**config.mk**
```make
export PLATFORM = sky130hd
export DESIGN_NAME = pdwk_ctrl
export DESIGN_NICKNAME = d
export VERILOG_FILES = /design/src/verilog/pdwk_pkg.sv /design/src/verilog/pdwk_ctrl.sv
export SDC_FILE = /design/constraint.sdc
export NUM_CORES = 1
export LEC_CHECK = 0
export BUFFER_PORTS_ARGS = -buffer_cell sky130_fd_sc_hd__buf_2
export CAP_MARGIN = 25
export CELL_PAD_IN_SITES_DETAIL_PLACEMENT = 1
export CELL_PAD_IN_SITES_GLOBAL_PLACEMENT = 1
export CORE_UTILIZATION = 41
export CTS_CLUSTER_DIAMETER = 200
export DETAILED_ROUTE_END_ITERATION = 10
export GPL_TIMING_DRIVEN = 0
export PLACE_DENSITY_LB_ADDON = 0.1
export SKIP_LAST_GASP = 1
export SYNTH_ARGS = -nofsm -noshare
export SYNTH_HDL_FRONTEND = slang
export SYNTH_SLANG_ARGS = --single-unit
```
**constraint.sdc**
```tcl
create_clock -name ref_clk_i -period 2.2 [get_ports ref_clk_i]
set_clock_uncertainty 0.2 [all_clocks]
set_input_delay 0.22 -clock ref_clk_i [delete_from_list [all_inputs] [get_ports ref_clk_i]]
set_output_delay 0.22 -clock ref_clk_i [all_outputs]
set_load 0.02 [all_outputs]
```
**src/verilog/pdwk_pkg.sv**
```systemverilog
// Package for the power-down and wakeup controller
package pdwk_pkg;
  // ----------------------------------------------------------------
  // Register indices on the plain software port
  // ----------------------------------------------------------------
  localparam logic [3:0] ADDR_WAKE_EN = 4'h0;
  localparam logic [3:0] ADDR_WAKE_COND = 4'h1;
  localparam logic [3:0] ADDR_EXT_WAKE = 4'h2;
  localparam logic [3:0] ADDR_EXT_IRQ = 4'h3;
  localparam logic [3:0] ADDR_BIAS0 = 4'h4;
  localparam logic [3:0] ADDR_BIAS1 = 4'h5;
  localparam logic [3:0] ADDR_OUT_TYPE = 4'h6;
  localparam logic [3:0] ADDR_STATUS = 4'h7;
  localparam logic [3:0] ADDR_CMD = 4'h8;
  localparam logic [3:0] ADDR_CNT_SEL = 4'h9;
  // ----------------------------------------------------------------
  // Command bits (write to ADDR_CMD)
  // ----------------------------------------------------------------
  localparam int CMD_ARM = 0;
  localparam int CMD_RUN = 1;
  localparam int CMD_HOLD = 2;
  localparam int CMD_WDKICK = 3;
  localparam int CMD_BO_ARM = 4;
  localparam int CMD_T3SET = 5;
  localparam int CMD_T3CLR = 6;
  // ----------------------------------------------------------------
  // Status bits and field positions
  // ----------------------------------------------------------------
  localparam int ST_WARM = 0;
  localparam int ST_T3F = 1;
  localparam int ST_MODE_LO = 2;
  localparam int ST_BO_ARMED = 4;
  localparam int ST_EXT0F = 5;
  localparam int EXTW_EN = 0;
  localparam int EXTW_EDGE = 1;
  localparam int EXTI_EDGE = 0;
  localparam int EXTI_GATE = 1;
  localparam int EXTI_LVL = 2;
  localparam logic [3:0] RST_NIB = 4'h0;
  localparam logic [2:0] STACK_HOLD_LVL = 3'h7;
  localparam logic [1:0] CNT_SEL_INPUT = 2'h3;
  localparam logic [7:0] RD_UNMAPPED = 8'h00;

  typedef enum logic [1:0] {
    PDWK_RUN = 2'b00,
    PDWK_SLEEP_CLK = 2'b01,
    PDWK_SLEEP_HOLD = 2'b10
  } pdwk_state_type;

  // Register bus request
  typedef struct packed {
    logic [3:0] addr;
    logic [7:0] wdata;
    logic wr;
    logic rd;
  } pdwk_bus_type;

  // State-initialise pulses toward the core
  typedef struct packed {
    logic cpu_init;
    logic irq_init;
    logic wdog_init;
    logic timers_undef;
    logic slow_timers_undef;
  } pdwk_init_type;
endpackage : pdwk_pkg

```
**src/verilog/pdwk_ctrl.sv**
```systemverilog
// Power-down and wakeup controller for a small 4-bit core
//
// Decided for this implementation: the register addresses and the plain strobed port.
`timescale 1ns/1ps
module pdwk_ctrl
  import pdwk_pkg::*;
(
  input wire logic ref_clk_i,
  input wire logic rst_i,
  input wire pdwk_bus_type bus_i,
  output logic [7:0] rdata_o,
  input wire logic [3:0] port_group_0_i,
  input wire logic [3:0] port_group_1_i,
  input wire logic int_pin_i,
  input wire logic timer3_underflow_i,
  output pdwk_init_type init_o,
  output logic [2:0] stack_level_init_o,
  output logic sleeping_o,
  output logic osc_stop_o,
  output logic warm_start_o,
  output logic timer3_request_flag_o,
  output logic brownout_active_o,
  output logic counter_io_pin_o,
  output logic counter_io_pin_oe_o,
  output logic [3:0] bias_ctrl_group0_o,
  output logic [3:0] bias_ctrl_group1_o,
  output logic [3:0] output_type_ctrl_o
);

  // ----------------------------------------------------------------
  // State and registers
  // ----------------------------------------------------------------
  pdwk_state_type state_q;
  logic [3:0] wake_enable_reg_q;
  logic [3:0] wake_cond_reg_q;
  logic [3:0] ext_wake_reg_q;
  logic [3:0] ext_irq_ctrl_q;
  logic [3:0] bias0_q;
  logic [3:0] bias1_q;
  logic [3:0] out_type_q;
  logic [1:0] cnt_sel_q;
  logic armed_q;
  logic warm_q;
  logic t3f_q;
  logic bo_arm_q;
  logic ext0f_q;
  logic [3:0] p0_q;
  logic [3:0] p1_q;
  logic int_q;
  logic wake;
  logic key_wake;
  logic int_edge_wake;
  logic int_lvl_wake;
  logic sleep_cmd;
  logic wr_cmd;

  assign wr_cmd = bus_i.wr && (bus_i.addr == ADDR_CMD);
  // Sleep op only acts right after the arm op
  assign sleep_cmd = wr_cmd && armed_q && state_q == PDWK_RUN
    && (bus_i.wdata[CMD_RUN] || bus_i.wdata[CMD_HOLD]);

  // ----------------------------------------------------------------
  // Wake detection
  // ----------------------------------------------------------------
  // Previous pin levels for edge detection
  always_ff @(posedge ref_clk_i)
  begin
    if (rst_i)
    begin
      p0_q <= 4'hf;
      p1_q <= 4'hf; // Pulled-up idle level, no false edge
      int_q <= 1'b0;
    end
    else
    begin
      p0_q <= port_group_0_i;
      p1_q <= port_group_1_i;
      int_q <= int_pin_i;
    end
  end

  // Key wake per pin pair
  always_comb
  begin
    logic hit;
    hit = 1'b0;
    key_wake = 1'b0;
    for (int i = 0; i < 2; i++)
    begin
      // Group 0: fixed falling edge
      hit = |(p0_q[2*i +: 2] & ~port_group_0_i[2*i +: 2]);
      if (wake_enable_reg_q[i] && hit)
        key_wake = 1'b1;
      // Group 1: bit 2i polarity, bit 2i+1 level select
      if (wake_cond_reg_q[2*i+1])
        hit = wake_cond_reg_q[2*i] ? |port_group_1_i[2*i +: 2]
                                   : |(~port_group_1_i[2*i +: 2]);
      else if (wake_cond_reg_q[2*i])
        hit = |(~p1_q[2*i +: 2] & port_group_1_i[2*i +: 2]);
      else
        hit = |(p1_q[2*i +: 2] & ~port_group_1_i[2*i +: 2]);
      if (wake_enable_reg_q[2+i] && hit)
        key_wake = 1'b1;
    end
  end

  // Interrupt pin wake; level from interrupt ctrl, mode from ext wake
  assign int_lvl_wake = ext_wake_reg_q[EXTW_EN] && !ext_wake_reg_q[EXTW_EDGE]
    && ext_irq_ctrl_q[EXTI_GATE]
    && (int_pin_i == ext_irq_ctrl_q[EXTI_LVL]);
  assign int_edge_wake = ext_wake_reg_q[EXTW_EN] && ext_wake_reg_q[EXTW_EDGE]
    && ext_irq_ctrl_q[EXTI_GATE] && (int_q != int_pin_i)
    && (int_pin_i == ext_irq_ctrl_q[EXTI_LVL]);

  // Hold sleep ignores timer 3: oscillator is stopped
  assign wake = (state_q == PDWK_SLEEP_CLK
                 && (key_wake || int_lvl_wake || int_edge_wake
                     || t3f_q))
             || (state_q == PDWK_SLEEP_HOLD
                 && (key_wake || int_lvl_wake || int_edge_wake));

  // ----------------------------------------------------------------
  // Sleep state machine
  // ----------------------------------------------------------------
  always_ff @(posedge ref_clk_i)
  begin
    if (rst_i)
      state_q <= PDWK_RUN;
    else
    begin
      case (state_q)
        PDWK_RUN:
          if (sleep_cmd)
            state_q <= bus_i.wdata[CMD_HOLD] ? PDWK_SLEEP_HOLD
                                             : PDWK_SLEEP_CLK;
        PDWK_SLEEP_CLK,
        PDWK_SLEEP_HOLD:
          if (wake)
            state_q <= PDWK_RUN;
        default:
          state_q <= PDWK_RUN;
      endcase
    end
  end

  // Arm op: cleared by any other command
  always_ff @(posedge ref_clk_i)
  begin
    if (rst_i)
      armed_q <= 1'b0;
    else if (wr_cmd)
      armed_q <= bus_i.wdata[CMD_ARM];
  end

  // Warm indicator: wake sets, reset clears
  always_ff @(posedge ref_clk_i)
  begin
    if (rst_i)
      warm_q <= 1'b0;
    else if (wake)
      warm_q <= 1'b1;
  end

  // Timer 3 flag: set wins over clear; kept across clock-run sleep
  always_ff @(posedge ref_clk_i)
  begin
    if (rst_i)
      t3f_q <= 1'b0;
    else if ((timer3_underflow_i && state_q != PDWK_SLEEP_HOLD)
             || (wr_cmd && bus_i.wdata[CMD_T3SET]))
      t3f_q <= 1'b1;
    else if (wr_cmd && bus_i.wdata[CMD_T3CLR])
      t3f_q <= 1'b0;
  end

  // Brownout arm: once, until reset
  always_ff @(posedge ref_clk_i)
  begin
    if (rst_i)
      bo_arm_q <= 1'b0;
    else if (wr_cmd && bus_i.wdata[CMD_BO_ARM])
      bo_arm_q <= 1'b1;
  end

  // External 0 request: edge sets, sleep entry clears, level wake not
  always_ff @(posedge ref_clk_i)
  begin
    if (rst_i || sleep_cmd)
      ext0f_q <= 1'b0;
    else if (state_q == PDWK_RUN && ext_irq_ctrl_q[EXTI_GATE]
             && int_q != int_pin_i
             && int_pin_i == ext_irq_ctrl_q[EXTI_EDGE])
      ext0f_q <= 1'b1;
    else if (state_q != PDWK_RUN && int_edge_wake)
      ext0f_q <= 1'b1;
  end

  // ----------------------------------------------------------------
  // Configuration registers, retained through sleep
  // ----------------------------------------------------------------
  always_ff @(posedge ref_clk_i)
  begin
    if (rst_i)
    begin
      wake_enable_reg_q <= RST_NIB;
      wake_cond_reg_q <= RST_NIB;
      ext_wake_reg_q <= RST_NIB;
      ext_irq_ctrl_q <= RST_NIB;
      bias0_q <= RST_NIB;
      bias1_q <= RST_NIB;
      out_type_q <= RST_NIB;
      cnt_sel_q <= 2'h0;
    end
    else if (bus_i.wr)
    begin
      if (bus_i.addr == ADDR_WAKE_EN)
        wake_enable_reg_q <= bus_i.wdata[3:0];
      else if (bus_i.addr == ADDR_WAKE_COND)
        wake_cond_reg_q <= bus_i.wdata[3:0];
      else if (bus_i.addr == ADDR_EXT_WAKE)
        ext_wake_reg_q <= bus_i.wdata[3:0];
      else if (bus_i.addr == ADDR_EXT_IRQ)
        ext_irq_ctrl_q <= bus_i.wdata[3:0];
      else if (bus_i.addr == ADDR_BIAS0)
        bias0_q <= bus_i.wdata[3:0];
      else if (bus_i.addr == ADDR_BIAS1)
        bias1_q <= bus_i.wdata[3:0];
      else if (bus_i.addr == ADDR_OUT_TYPE)
        out_type_q <= bus_i.wdata[3:0];
      else if (bus_i.addr == ADDR_CNT_SEL)
        cnt_sel_q <= bus_i.wdata[1:0];
    end
  end

  // ----------------------------------------------------------------
  // Read port, data one cycle after the strobe
  // ----------------------------------------------------------------
  always_ff @(posedge ref_clk_i)
  begin
    if (rst_i)
      rdata_o <= RD_UNMAPPED;
    else if (bus_i.rd)
    begin
      if (bus_i.addr == ADDR_WAKE_EN)
        rdata_o <= {4'h0, wake_enable_reg_q};
      else if (bus_i.addr == ADDR_WAKE_COND)
        rdata_o <= {4'h0, wake_cond_reg_q};
      else if (bus_i.addr == ADDR_EXT_WAKE)
        rdata_o <= {4'h0, ext_wake_reg_q};
      else if (bus_i.addr == ADDR_EXT_IRQ)
        rdata_o <= {4'h0, ext_irq_ctrl_q};
      else if (bus_i.addr == ADDR_BIAS0)
        rdata_o <= {4'h0, bias0_q};
      else if (bus_i.addr == ADDR_BIAS1)
        rdata_o <= {4'h0, bias1_q};
      else if (bus_i.addr == ADDR_OUT_TYPE)
        rdata_o <= {4'h0, out_type_q};
      else if (bus_i.addr == ADDR_CNT_SEL)
        rdata_o <= {6'h00, cnt_sel_q};
      else if (bus_i.addr == ADDR_STATUS)
        rdata_o <= {2'h0, ext0f_q, bo_arm_q, state_q,
                    t3f_q, warm_q};
      else
        rdata_o <= RD_UNMAPPED;
    end
    else
      rdata_o <= RD_UNMAPPED;
  end

  // ----------------------------------------------------------------
  // Outputs toward the core and pins
  // ----------------------------------------------------------------
  always_ff @(posedge ref_clk_i)
  begin
    if (rst_i)
    begin
      init_o <= '0;
      stack_level_init_o <= 3'h0;
      sleeping_o <= 1'b0;
      osc_stop_o <= 1'b0;
    end
    else
    begin
      init_o.cpu_init <= sleep_cmd;
      init_o.irq_init <= sleep_cmd;
      init_o.wdog_init <= sleep_cmd;
      init_o.timers_undef <= sleep_cmd;
      init_o.slow_timers_undef <= sleep_cmd
                                  && bus_i.wdata[CMD_HOLD];
      if (sleep_cmd && bus_i.wdata[CMD_HOLD])
        stack_level_init_o <= STACK_HOLD_LVL;
      else if (sleep_cmd)
        stack_level_init_o <= 3'h0;
      sleeping_o <= (state_q != PDWK_RUN && !wake) || sleep_cmd;
      osc_stop_o <= (state_q == PDWK_SLEEP_HOLD && !wake)
                    || (sleep_cmd && bus_i.wdata[CMD_HOLD]);
    end
  end

  // Status mirrors and pin control
  always_ff @(posedge ref_clk_i)
  begin
    if (rst_i)
    begin
      warm_start_o <= 1'b0;
      timer3_request_flag_o <= 1'b0;
      brownout_active_o <= 1'b1;
      counter_io_pin_o <= 1'b0;
      counter_io_pin_oe_o <= 1'b0;
      bias_ctrl_group0_o <= RST_NIB;
      bias_ctrl_group1_o <= RST_NIB;
      output_type_ctrl_o <= RST_NIB;
    end
    else
    begin
      warm_start_o <= warm_q;
      timer3_request_flag_o <= t3f_q;
      // Detector runs when awake, or asleep only if armed
      brownout_active_o <= (state_q == PDWK_RUN) || bo_arm_q;
      counter_io_pin_o <= 1'b0;
      counter_io_pin_oe_o <= (state_q == PDWK_SLEEP_HOLD)
                             && (cnt_sel_q != CNT_SEL_INPUT);
      bias_ctrl_group0_o <= bias0_q;
      bias_ctrl_group1_o <= bias1_q;
      output_type_ctrl_o <= out_type_q;
    end
  end
endmodule : pdwk_ctrl

```
==> results of run 1 <==
logic make-up after synthesis:
group,count (synthesis)
AND/OR/NAND/NOR,131
adder cells (fa/ha/maj),3
multiplexers,33
buffers and inverters,38
other,1
flip-flops,73
AO/OA/AOI/OAI,67
Yosys cell counts (2+ instances only):
| master | n |
|---|---|
| a211o_2 | 2 |
| a21boi_0 | 3 |
| a21oi_1 | 21 |
| a31oi_1 | 3 |
| and2_1 | 2 |
| and3_1 | 3 |
| buf_1 | 5 |
| buf_2 | 2 |
| buf_4 | 8 |
| clkbuf_1 | 11 |
| dfxtp_1 | 73 |
| ha_1 | 3 |
| inv_1 | 12 |
| mux2_2 | 3 |
| mux2i_1 | 30 |
| nand2_1 | 20 |
| nand2b_1 | 4 |
| nand3_1 | 5 |
| nand3b_1 | 2 |
| nor2_1 | 50 |
| nor2b_1 | 24 |
| nor3_1 | 6 |
| nor4_1 | 3 |
| o2111ai_1 | 3 |
| o21ai_0 | 13 |
| o22ai_1 | 2 |
| o2bb2ai_1 | 2 |
| o31ai_1 | 2 |
| or2_2 | 9 |
cell usage in the layout, fill, tap and decap left out, types with 2 or more instances in the layout:
| cell type | count |
|---|---|
| a211o_2 | 2 |
| dlygate4sd3_1 | 12 |
| a31oi_1 | 3 |
| nand3b_1 | 2 |
| and2_1 | 2 |
| nand3_1 | 5 |
| a21oi_1 | 21 |
| or2_2 | 9 |
| buf_1 | 5 |
| nor3_1 | 6 |
| buf_2 | 55 |
| o2bb2ai_1 | 2 |
| conb_1 | 3 |
| clkbuf_1 | 11 |
| mux2i_1 | 30 |
| inv_1 | 12 |
| ha_1 | 3 |
| o31ai_1 | 2 |
| mux2_2 | 3 |
| nand2_1 | 20 |
| dfxtp_1 | 73 |
| nor2b_1 | 24 |
| o21ai_0 | 13 |
| o2111ai_1 | 3 |
| clkbuf_8 | 12 |
| clkinv_2 | 3 |
| a21boi_0 | 3 |
| buf_4 | 8 |
| nor4_1 | 3 |
| nand2b_1 | 4 |
| o22ai_1 | 2 |
| and3_1 | 3 |
| nor2_1 | 50 |
layer usage:
metal | vias to the layer above | track usage (%) | share of wire (%)
met4 | 0 | 8.225 | 1.3
met2 | 49 | 40.39 | 49
met5 | - | 0 | 0
met1 | 1308 | 29.99 | 47
li1 | 1330 | - | -
met3 | 13 | 4.617 | 2.9
worst paths after layout:
check,endpoint,start,slack [ps]
setup reg to reg,state_q[0],p1_q[2],100
hold / removal,out_type_q[3],bus_i[5],20
hold reg to reg,warm_start_o,warm_q,270
setup / recovery,t3f_q,bus_i[11],100
what timing repair did:
item / CTS / global route
hold endpoints to repair: 11 / 0
hold buffers: 12 / 0
resized for setup: 0 / 0
setup endpoints to repair: 0 / 1
buffers inserted: 0 / 0
power by group through the flow:
stage	Sequential [mW]	Clock (mW)	Combinational, mW
final	1.36	0.955	0.227
after global routing	1.36	1.04	0.247
after CTS	1.36	0.975	0.225
after detailed placement	1.39	0	0.208
after global placement	1.39	0	0.204
after floorplan	1.39	0	0.124
final cells by class:
| class | count | area (um2) |
|---|---|---|
| Sequential cell | 73 | 1461 |
| Inverter | 12 | 45.04 |
| Clock inverter | 3 | 15.01 |
| Multi-Input combinational cell | 237 | 1503 |
| Fill cell | 881 | 3502 |
| Tap cell | 99 | 123.9 |
| Buffer | 26 | 130.1 |
| Timing Repair Buffer | 65 | 385.4 |
| Clock buffer | 12 | 165.2 |
sequential cells by signal (all words and copies together) (netlist names), 4 cells and up:
signal,flops
p1_q,4
wake_enable_reg_q,4
ext_wake_reg_q,4
bias0_q,4
ext_irq_ctrl_q,4
rdata_o,6
bias_ctrl_group0_o,4
bias_ctrl_group1_o,4
wake_cond_reg_q,4
p0_q,4
out_type_q,4
output_type_ctrl_o,4
bias1_q,4
worst min-delay path, delay by kind of cell:
| family | cells | cell delay [ps] |
|---|---|---|
| and+or+nand+nor | 1 | 80 |
| buffers and inverters | 1 | 170 |
| AOI/OAI and AO/OA | 1 | 50 |
per-stage QoR:
step,util [%],std cells
after CTS,52.23,527
after floorplan,-,348
final,52.23,527
after detailed placement,48.13,500
after global placement,48.13,500
after global routing,52.23,527
==> Flow_metrics.wiki, run 1 <==
{| class="wikitable"
! Metric !! Value
|-
| Leakage power summed over all cells || 1.670 nW
|-
| Clock slew at the register clock pins of the worst setup and hold paths || 80 ps
|-
| Min setup slack post-route || 98.98 ps
|-
| Outcome || finished, final reports clean
|-
| DPL Wire Length || 6477 um
|-
| CTS tree || done
|-
| Async SR Flop Fraction || 0%
|-
| Number of cells produced by synthesis || 346
|-
| Maximum Capacitance Violations || 0
|-
| Vias per inst || 5.123
|-
| Die height || 89.40 um
|-
| Kind of start point of the critical path || input pin
|-
| Sum of internal, switching and leakage power || 2.538 mW
|-
| Worst Max-Slew Pin Slew || 777.3 ps
|-
| Number of sinks on the clock net || 73
|-
| CP endpoint kind || flop
|-
| Internal power || 1.920 mW
|-
| Post-synthesis xor/xnor area fraction || 0%
|-
| Fraction of final layout cells with drive strength greater than 1 || 22.90%
|-
| Series of cell instances along the critical path || buf_2 > nor2_1 > and3_1 > clkbuf_1 > nand2_1 > a222oi_1 > dlygate4sd3_1 > nor2_1
|-
| Io pins || 61
|-
| Proportion of netlist area held by the largest area contributor || 46.66%
|-
| WHS || 21.50 ps
|-
| Via count of the first global-routing pass || 2624
|-
| Die boundary width || 89.40 um
|-
| H-tree Lvls || 3
|-
| WL/cell || 17.00 um
|-
| Simple logic cell fraction of the synthesized area || 20.30%
|-
| Via count || 2700
|-
| Ys flop type || dfxtp_1
|-
| Post-Route WL || 8958 um
|-
| Share of the clock period used by the worst path after layout || 95.50%
|-
| Switching Share || 24.36%
|-
| Post-route minimum period || 2101 ps
|-
| Sw Pwr || 618.3 uW
|-
| Count of input and output buffers || 53
|-
| Worst Hold Class || in -> reg
|-
| Instance count along the most critical hold path || 3
|-
| Accumulated negative setup slack || 0 ps
|-
| Top cells by area, synth || dfxtp_1, mux2i_1, nor2_1, nor2b_1, a21oi_1
|-
| Global placement routability congestion || 0.9157
|-
| DRT antenna net count || 0
|-
| Overall fraction of global-route tracks in use || 23.72%
|-
| First-pass DRT Iterations || 4
|-
| Mean post-synth cell area || 9.051 um2
|-
| Crit-path max FO || 6
|-
| Area fraction in compound gates after synthesis || 15.46%
|-
| Arrival time of the worst setup path || 2110 ps
|-
| Place WS || -87.87 ps
|-
| Critical path buffer and inverter count || 3
|-
| #FFs+latches synth || 73
|-
| Power density relative to cell area || 662.9 nW/um2
|-
| Fin. Hold Viols || 0
|-
| Combinational fraction of design power || 8.9%
|-
| Stages on worst setup path || 8
|-
| Maximum number of pins on one net before global-route repair || 12
|-
| Final Max Tran Viols || 0
|-
| Buffer depth of the longest clock path || 2
|-
| RSZ-0062 raised after global routing || no
|-
| Post-synthesis mux area share || 10.67%
|-
| Initial Utilization || 42.72%
|-
| Achievable frequency || 0.4760 GHz
|-
| Adder-Cell Fraction of Synth Area || 1.199%
|-
| Cell with the largest stage delay on the worst path || dlygate4sd3_1
|-
| Total clock buffers created by CTS || 9
|-
| Worst-Skew Late Latency || 340 ps
|-
| Number of enable flip-flop cells after synthesis || 0
|-
| Cells on worst reg2reg path || 5
|-
| Cell type group with the largest total delay on the critical path || buffers and inverters
|-
| Final std cell area, no fill || 3829 um2
|-
| Cell taking the most area after synthesis || dfxtp_1
|-
| Die footprint || 7992 um2
|-
| DRC violation total after the first TritonRoute iteration || 118
|-
| Highest ir drop seen on vdd || 0.0002543 V
|-
| Number of distinct library cells after synthesis || 49
|-
| Sequential share of the synthesized area || 46.66%
|-
| Worst slew margin relative to its limit || 47.78%
|-
| Critical path start-end classification || in -> reg
|-
| Area of the core || 7331 um2
|-
| Most numerous cell on the critical path || nor2_1
|-
| Number of rows in the core area || 31
|-
| Placed standard-cell area || 3528 um2
|-
| Layout overhead on the synthesized area || 22.25%
|-
| Final nets || 453
|-
| Global route overflow || 0
|-
| Final count of negative-setup-slack endpoints || 0
|-
| Clock power frac || 37.6%
|-
| Mapped cell area || 3132 um2
|-
| Largest stage delay on the critical path || 590 ps
|-
| Root buf cell || clkbuf_8
|-
| Global-route wire length before repair || 13520 um
|-
| Drc violations || 0
|-
| Worst EP required || 2210 ps
|-
| Warnings from Yosys || 0
|-
| Sequential Power Share || 53.4%
|-
| Number of antenna violations at the first check in global routing || 0
|-
| Combinational family with the most area after synthesis || simple AND/OR/NAND/NOR gates
|-
| Number of antenna cells inserted || 0
|}
No activity file was read; power rests on OpenSTA's default activity.
==> run 2, diff against run 1 <==
--- a/config.mk
+++ b/config.mk
@@ -6,9 +6,9 @@
 export NUM_CORES = 1
 export LEC_CHECK = 0
 export BUFFER_PORTS_ARGS = -buffer_cell sky130_fd_sc_hd__buf_2
-export CAP_MARGIN = 25
 export CELL_PAD_IN_SITES_DETAIL_PLACEMENT = 1
 export CELL_PAD_IN_SITES_GLOBAL_PLACEMENT = 1
+export CORE_ASPECT_RATIO = 1.4
 export CORE_UTILIZATION = 41
 export CTS_CLUSTER_DIAMETER = 200
 export DETAILED_ROUTE_END_ITERATION = 10
==> Flow_metrics.wiki, run 2 (same netlist as run 1, synthesis figures left out) <==
{| class="wikitable"
! Metric !! Value
|-
| Die height || 105.4 um (+18%)
|-
| Via count of the first global-routing pass || 2780 (+5.9%)
|-
| Kind of start point of the critical path || input pin
|-
| Arrival time of the worst setup path || 2160 ps (+50 ps)
|-
| Number of antenna cells inserted || 0 (unchanged)
|-
| CTS tree || done
|-
| Area of the core || 7361 um2 (+0.41%)
|-
| Number of rows in the core area || 37 (+19%)
|-
| Global route overflow || 0 (unchanged)
|-
| Share of the clock period used by the worst path after layout || 96.63% (+1.1 points)
|-
| CP endpoint kind || flop
|-
| Root buf cell || clkbuf_8
|-
| Buffer depth of the longest clock path || 2 (unchanged)
|-
| Fin. Hold Viols || 0 (unchanged)
|-
| Crit-path max FO || 6 (unchanged)
|-
| Global placement routability congestion || 0.8363 (-8.7%)
|-
| Vias per inst || 5.249 (+2.4%)
|-
| Switching Share || 24.25% (-0.11 points)
|-
| Biggest register || rdata_o
|-
| Worst-Skew Late Latency || 360 ps (+20 ps)
|-
| Global-route wire length before repair || 14510 um (+7.3%)
|-
| Sw Pwr || 655.8 uW (+6.1%)
|-
| Final nets || 454 (+0.22%)
|-
| Maximum number of pins on one net before global-route repair || 12 (unchanged)
|-
| First-pass DRT Iterations || 5 (+1)
|-
| Die footprint || 7997 um2 (about the same)
|-
| Most common cell after layout, fill and taps aside || dfxtp_1
|-
| Number of antenna violations at the first check in global routing || 0 (unchanged)
|-
| Instance count along the most critical hold path || 2 (-1)
|-
| Top library cells by usage in the layout, fill and taps aside || dfxtp_1, buf_2, nor2_1, mux2i_1, nor2b_1
|-
| Reg-to-Reg Start || state_q[0]
|-
| Endpoint of the worst hold path || p1_q[0]
|-
| Number of placed instances, taps included || 498 (-0.40%)
|-
| Die boundary width || 75.87 um (-15%)
|-
| Initial Utilization || 42.55% (-0.17 points)
|-
| DRT antenna net count || 0 (unchanged)
|-
| Leakage power summed over all cells || 1.702 nW (+1.9%)
|-
| Cells on worst reg2reg path || 6 (+1)
|-
| Internal power || 2.049 mW (+6.7%)
|-
| Worst slew margin relative to its limit || 40.15% (-7.6 points)
|-
| Post-Route WL || 9235 um (+3.1%)
|-
| DPL Wire Length || 6679 um (+3.1%)
|-
| Register-to-register setup slack || 80 ps (-20 ps)
|-
| R2R Path End || t3f_q
|-
| Maximum Capacitance Violations || 0 (unchanged)
|-
| Combinational fraction of design power || 8.5% (-0.4 points)
|-
| WHS || 35.28 ps (+13.78 ps)
|-
| Total clock buffers created by CTS || 9 (unchanged)
|-
| Flip-flop count of the largest register, all copies and words added || 6 (unchanged)
|-
| # fillers || 888 (+0.79%)
|-
| RSZ-0062 raised after global routing || yes
|-
| Sum of internal, switching and leakage power || 2.705 mW (+6.6%)
|-
| Io pins || 61 (unchanged)
|-
| Clock slew at the register clock pins of the worst setup and hold paths || 70 ps (about the same)
|-
| Clock power frac || 41.3% (+3.7 points)
|-
| Number of sinks on the clock net || 73 (unchanged)
|-
| WL/cell || 17.52 um (+3.1%)
|-
| Fraction of final layout cells with drive strength greater than 1 || 23.72% (+0.82 points)
|-
| Drc violations || 0 (unchanged)
|-
| Outcome || finished, final reports clean
|-
| Startpoint of the most critical hold path || port_group_1_i[0]
|-
| Layout overhead on the synthesized area || 24.61%
|-
| DRC violation total after the first TritonRoute iteration || 121 (+2.5%)
|-
| Highest ir drop seen on vdd || 0.0003483 V (+37%)
|-
| H-tree Lvls || 3 (unchanged)
|-
| Count of input and output buffers || 53 (unchanged)
|-
| Worst Hold Class || in -> reg
|-
| Via count || 2766 (+2.4%)
|-
| Final count of negative-setup-slack endpoints || 0 (unchanged)
|-
| Sequential Power Share || 50.1% (-3.3 points)
|-
| Post-route minimum period || 2126 ps (+24.73 ps)
|-
| Achievable frequency || 0.4704 GHz (-1.2%)
|-
| Overall fraction of global-route tracks in use || 25.19% (+1.5 points)
|-
| Power density relative to cell area || 693.0 nW/um2 (+4.5%)
|-
| Worst EP required || 2230 ps (+20 ps)
|-
| Critical path start-end classification || in -> reg
|-
| Final Max Tran Viols || 0 (unchanged)
|-
| Fin cells || 527 (unchanged)
|-
| Worst Max-Slew Pin Slew || 890.8 ps (+113.6 ps)
|}
[run 2: critical path, cell delays in order]
cell,delay (ps)
buf_2,110
nor2b_1,280
and3_1,210
clkbuf_1,300
nand2_1,110
a222oi_1,280
dlygate4sd3_1,620
nor2_1,40
[run 2: timing repair]
item,CTS,global route
setup endpoints to repair,0,3
hold endpoints to repair,12,0
buffers inserted,0,1
hold buffers,13,0
resized for setup,0,9
[run 2: worst max-delay path by stage]
stage                                 start           endpoint  slack [ps]  cells after the start
after global placement            bus_i[11]  ext_wake_reg_q[3]        -180                      7
after floorplan                     p1_q[2]         state_q[0]         340                      5
final                             bus_i[12]              t3f_q          70                      8
after global routing              bus_i[12]              t3f_q         -90                      8
after detailed placement          bus_i[11]  ext_wake_reg_q[3]        -210                      7
after CTS                 port_group_1_i[0]         state_q[0]          60                      8
[run 2: power groups by stage]
stage          Sequential (mW)  Clock, mW  Combinational (mW)
3_3_place_gp              1.39          0               0.202
5_1_grt                   1.36       1.18               0.252
6_report                  1.36       1.12               0.230
3_5_place_dp              1.39          0               0.208
4_1_cts                   1.36       1.13               0.227
2_1_floorplan             1.39          0               0.124
[run 2: per-layer routing]
layer | vias to the layer above | global-route usage [%] | wire length, um
li1 | 1337 | - | -
met1 | 1355 | 27.91 | 3693
met2 | 51 | 43.62 | 4970
met3 | 23 | 5.545 | 221
met4 | 0 | 12.30 | 350
met5 | - | 0 | 0
[run 2: cell type report]
class	instances	area [um2]	area share [%]
buffer	26	130.1	3.334
clock buffer	14	172.7	4.425
clock inverter	2	35.03	0.8977
inverter	12	45.04	1.154
multi-input combinational	237	1528	39.15
sequential	73	1461	37.45
tap	97	121.4	3.110
timing repair buffer	66	409.1	10.48
[run 2: through the flow]
stage	util, %	instance area [um2]	worst slack, ps	TNS (ps)
2_1_floorplan	-	3139	338.6	0
3_3_place_gp	47.90	3526	-175.4	-941.1
3_5_place_dp	47.90	3526	-214.9	-1048
4_1_cts	52.49	3864	55.82	0
5_1_grt	53.02	3902	-86.11	-86.11
6_report	53.02	3902	74.25	0
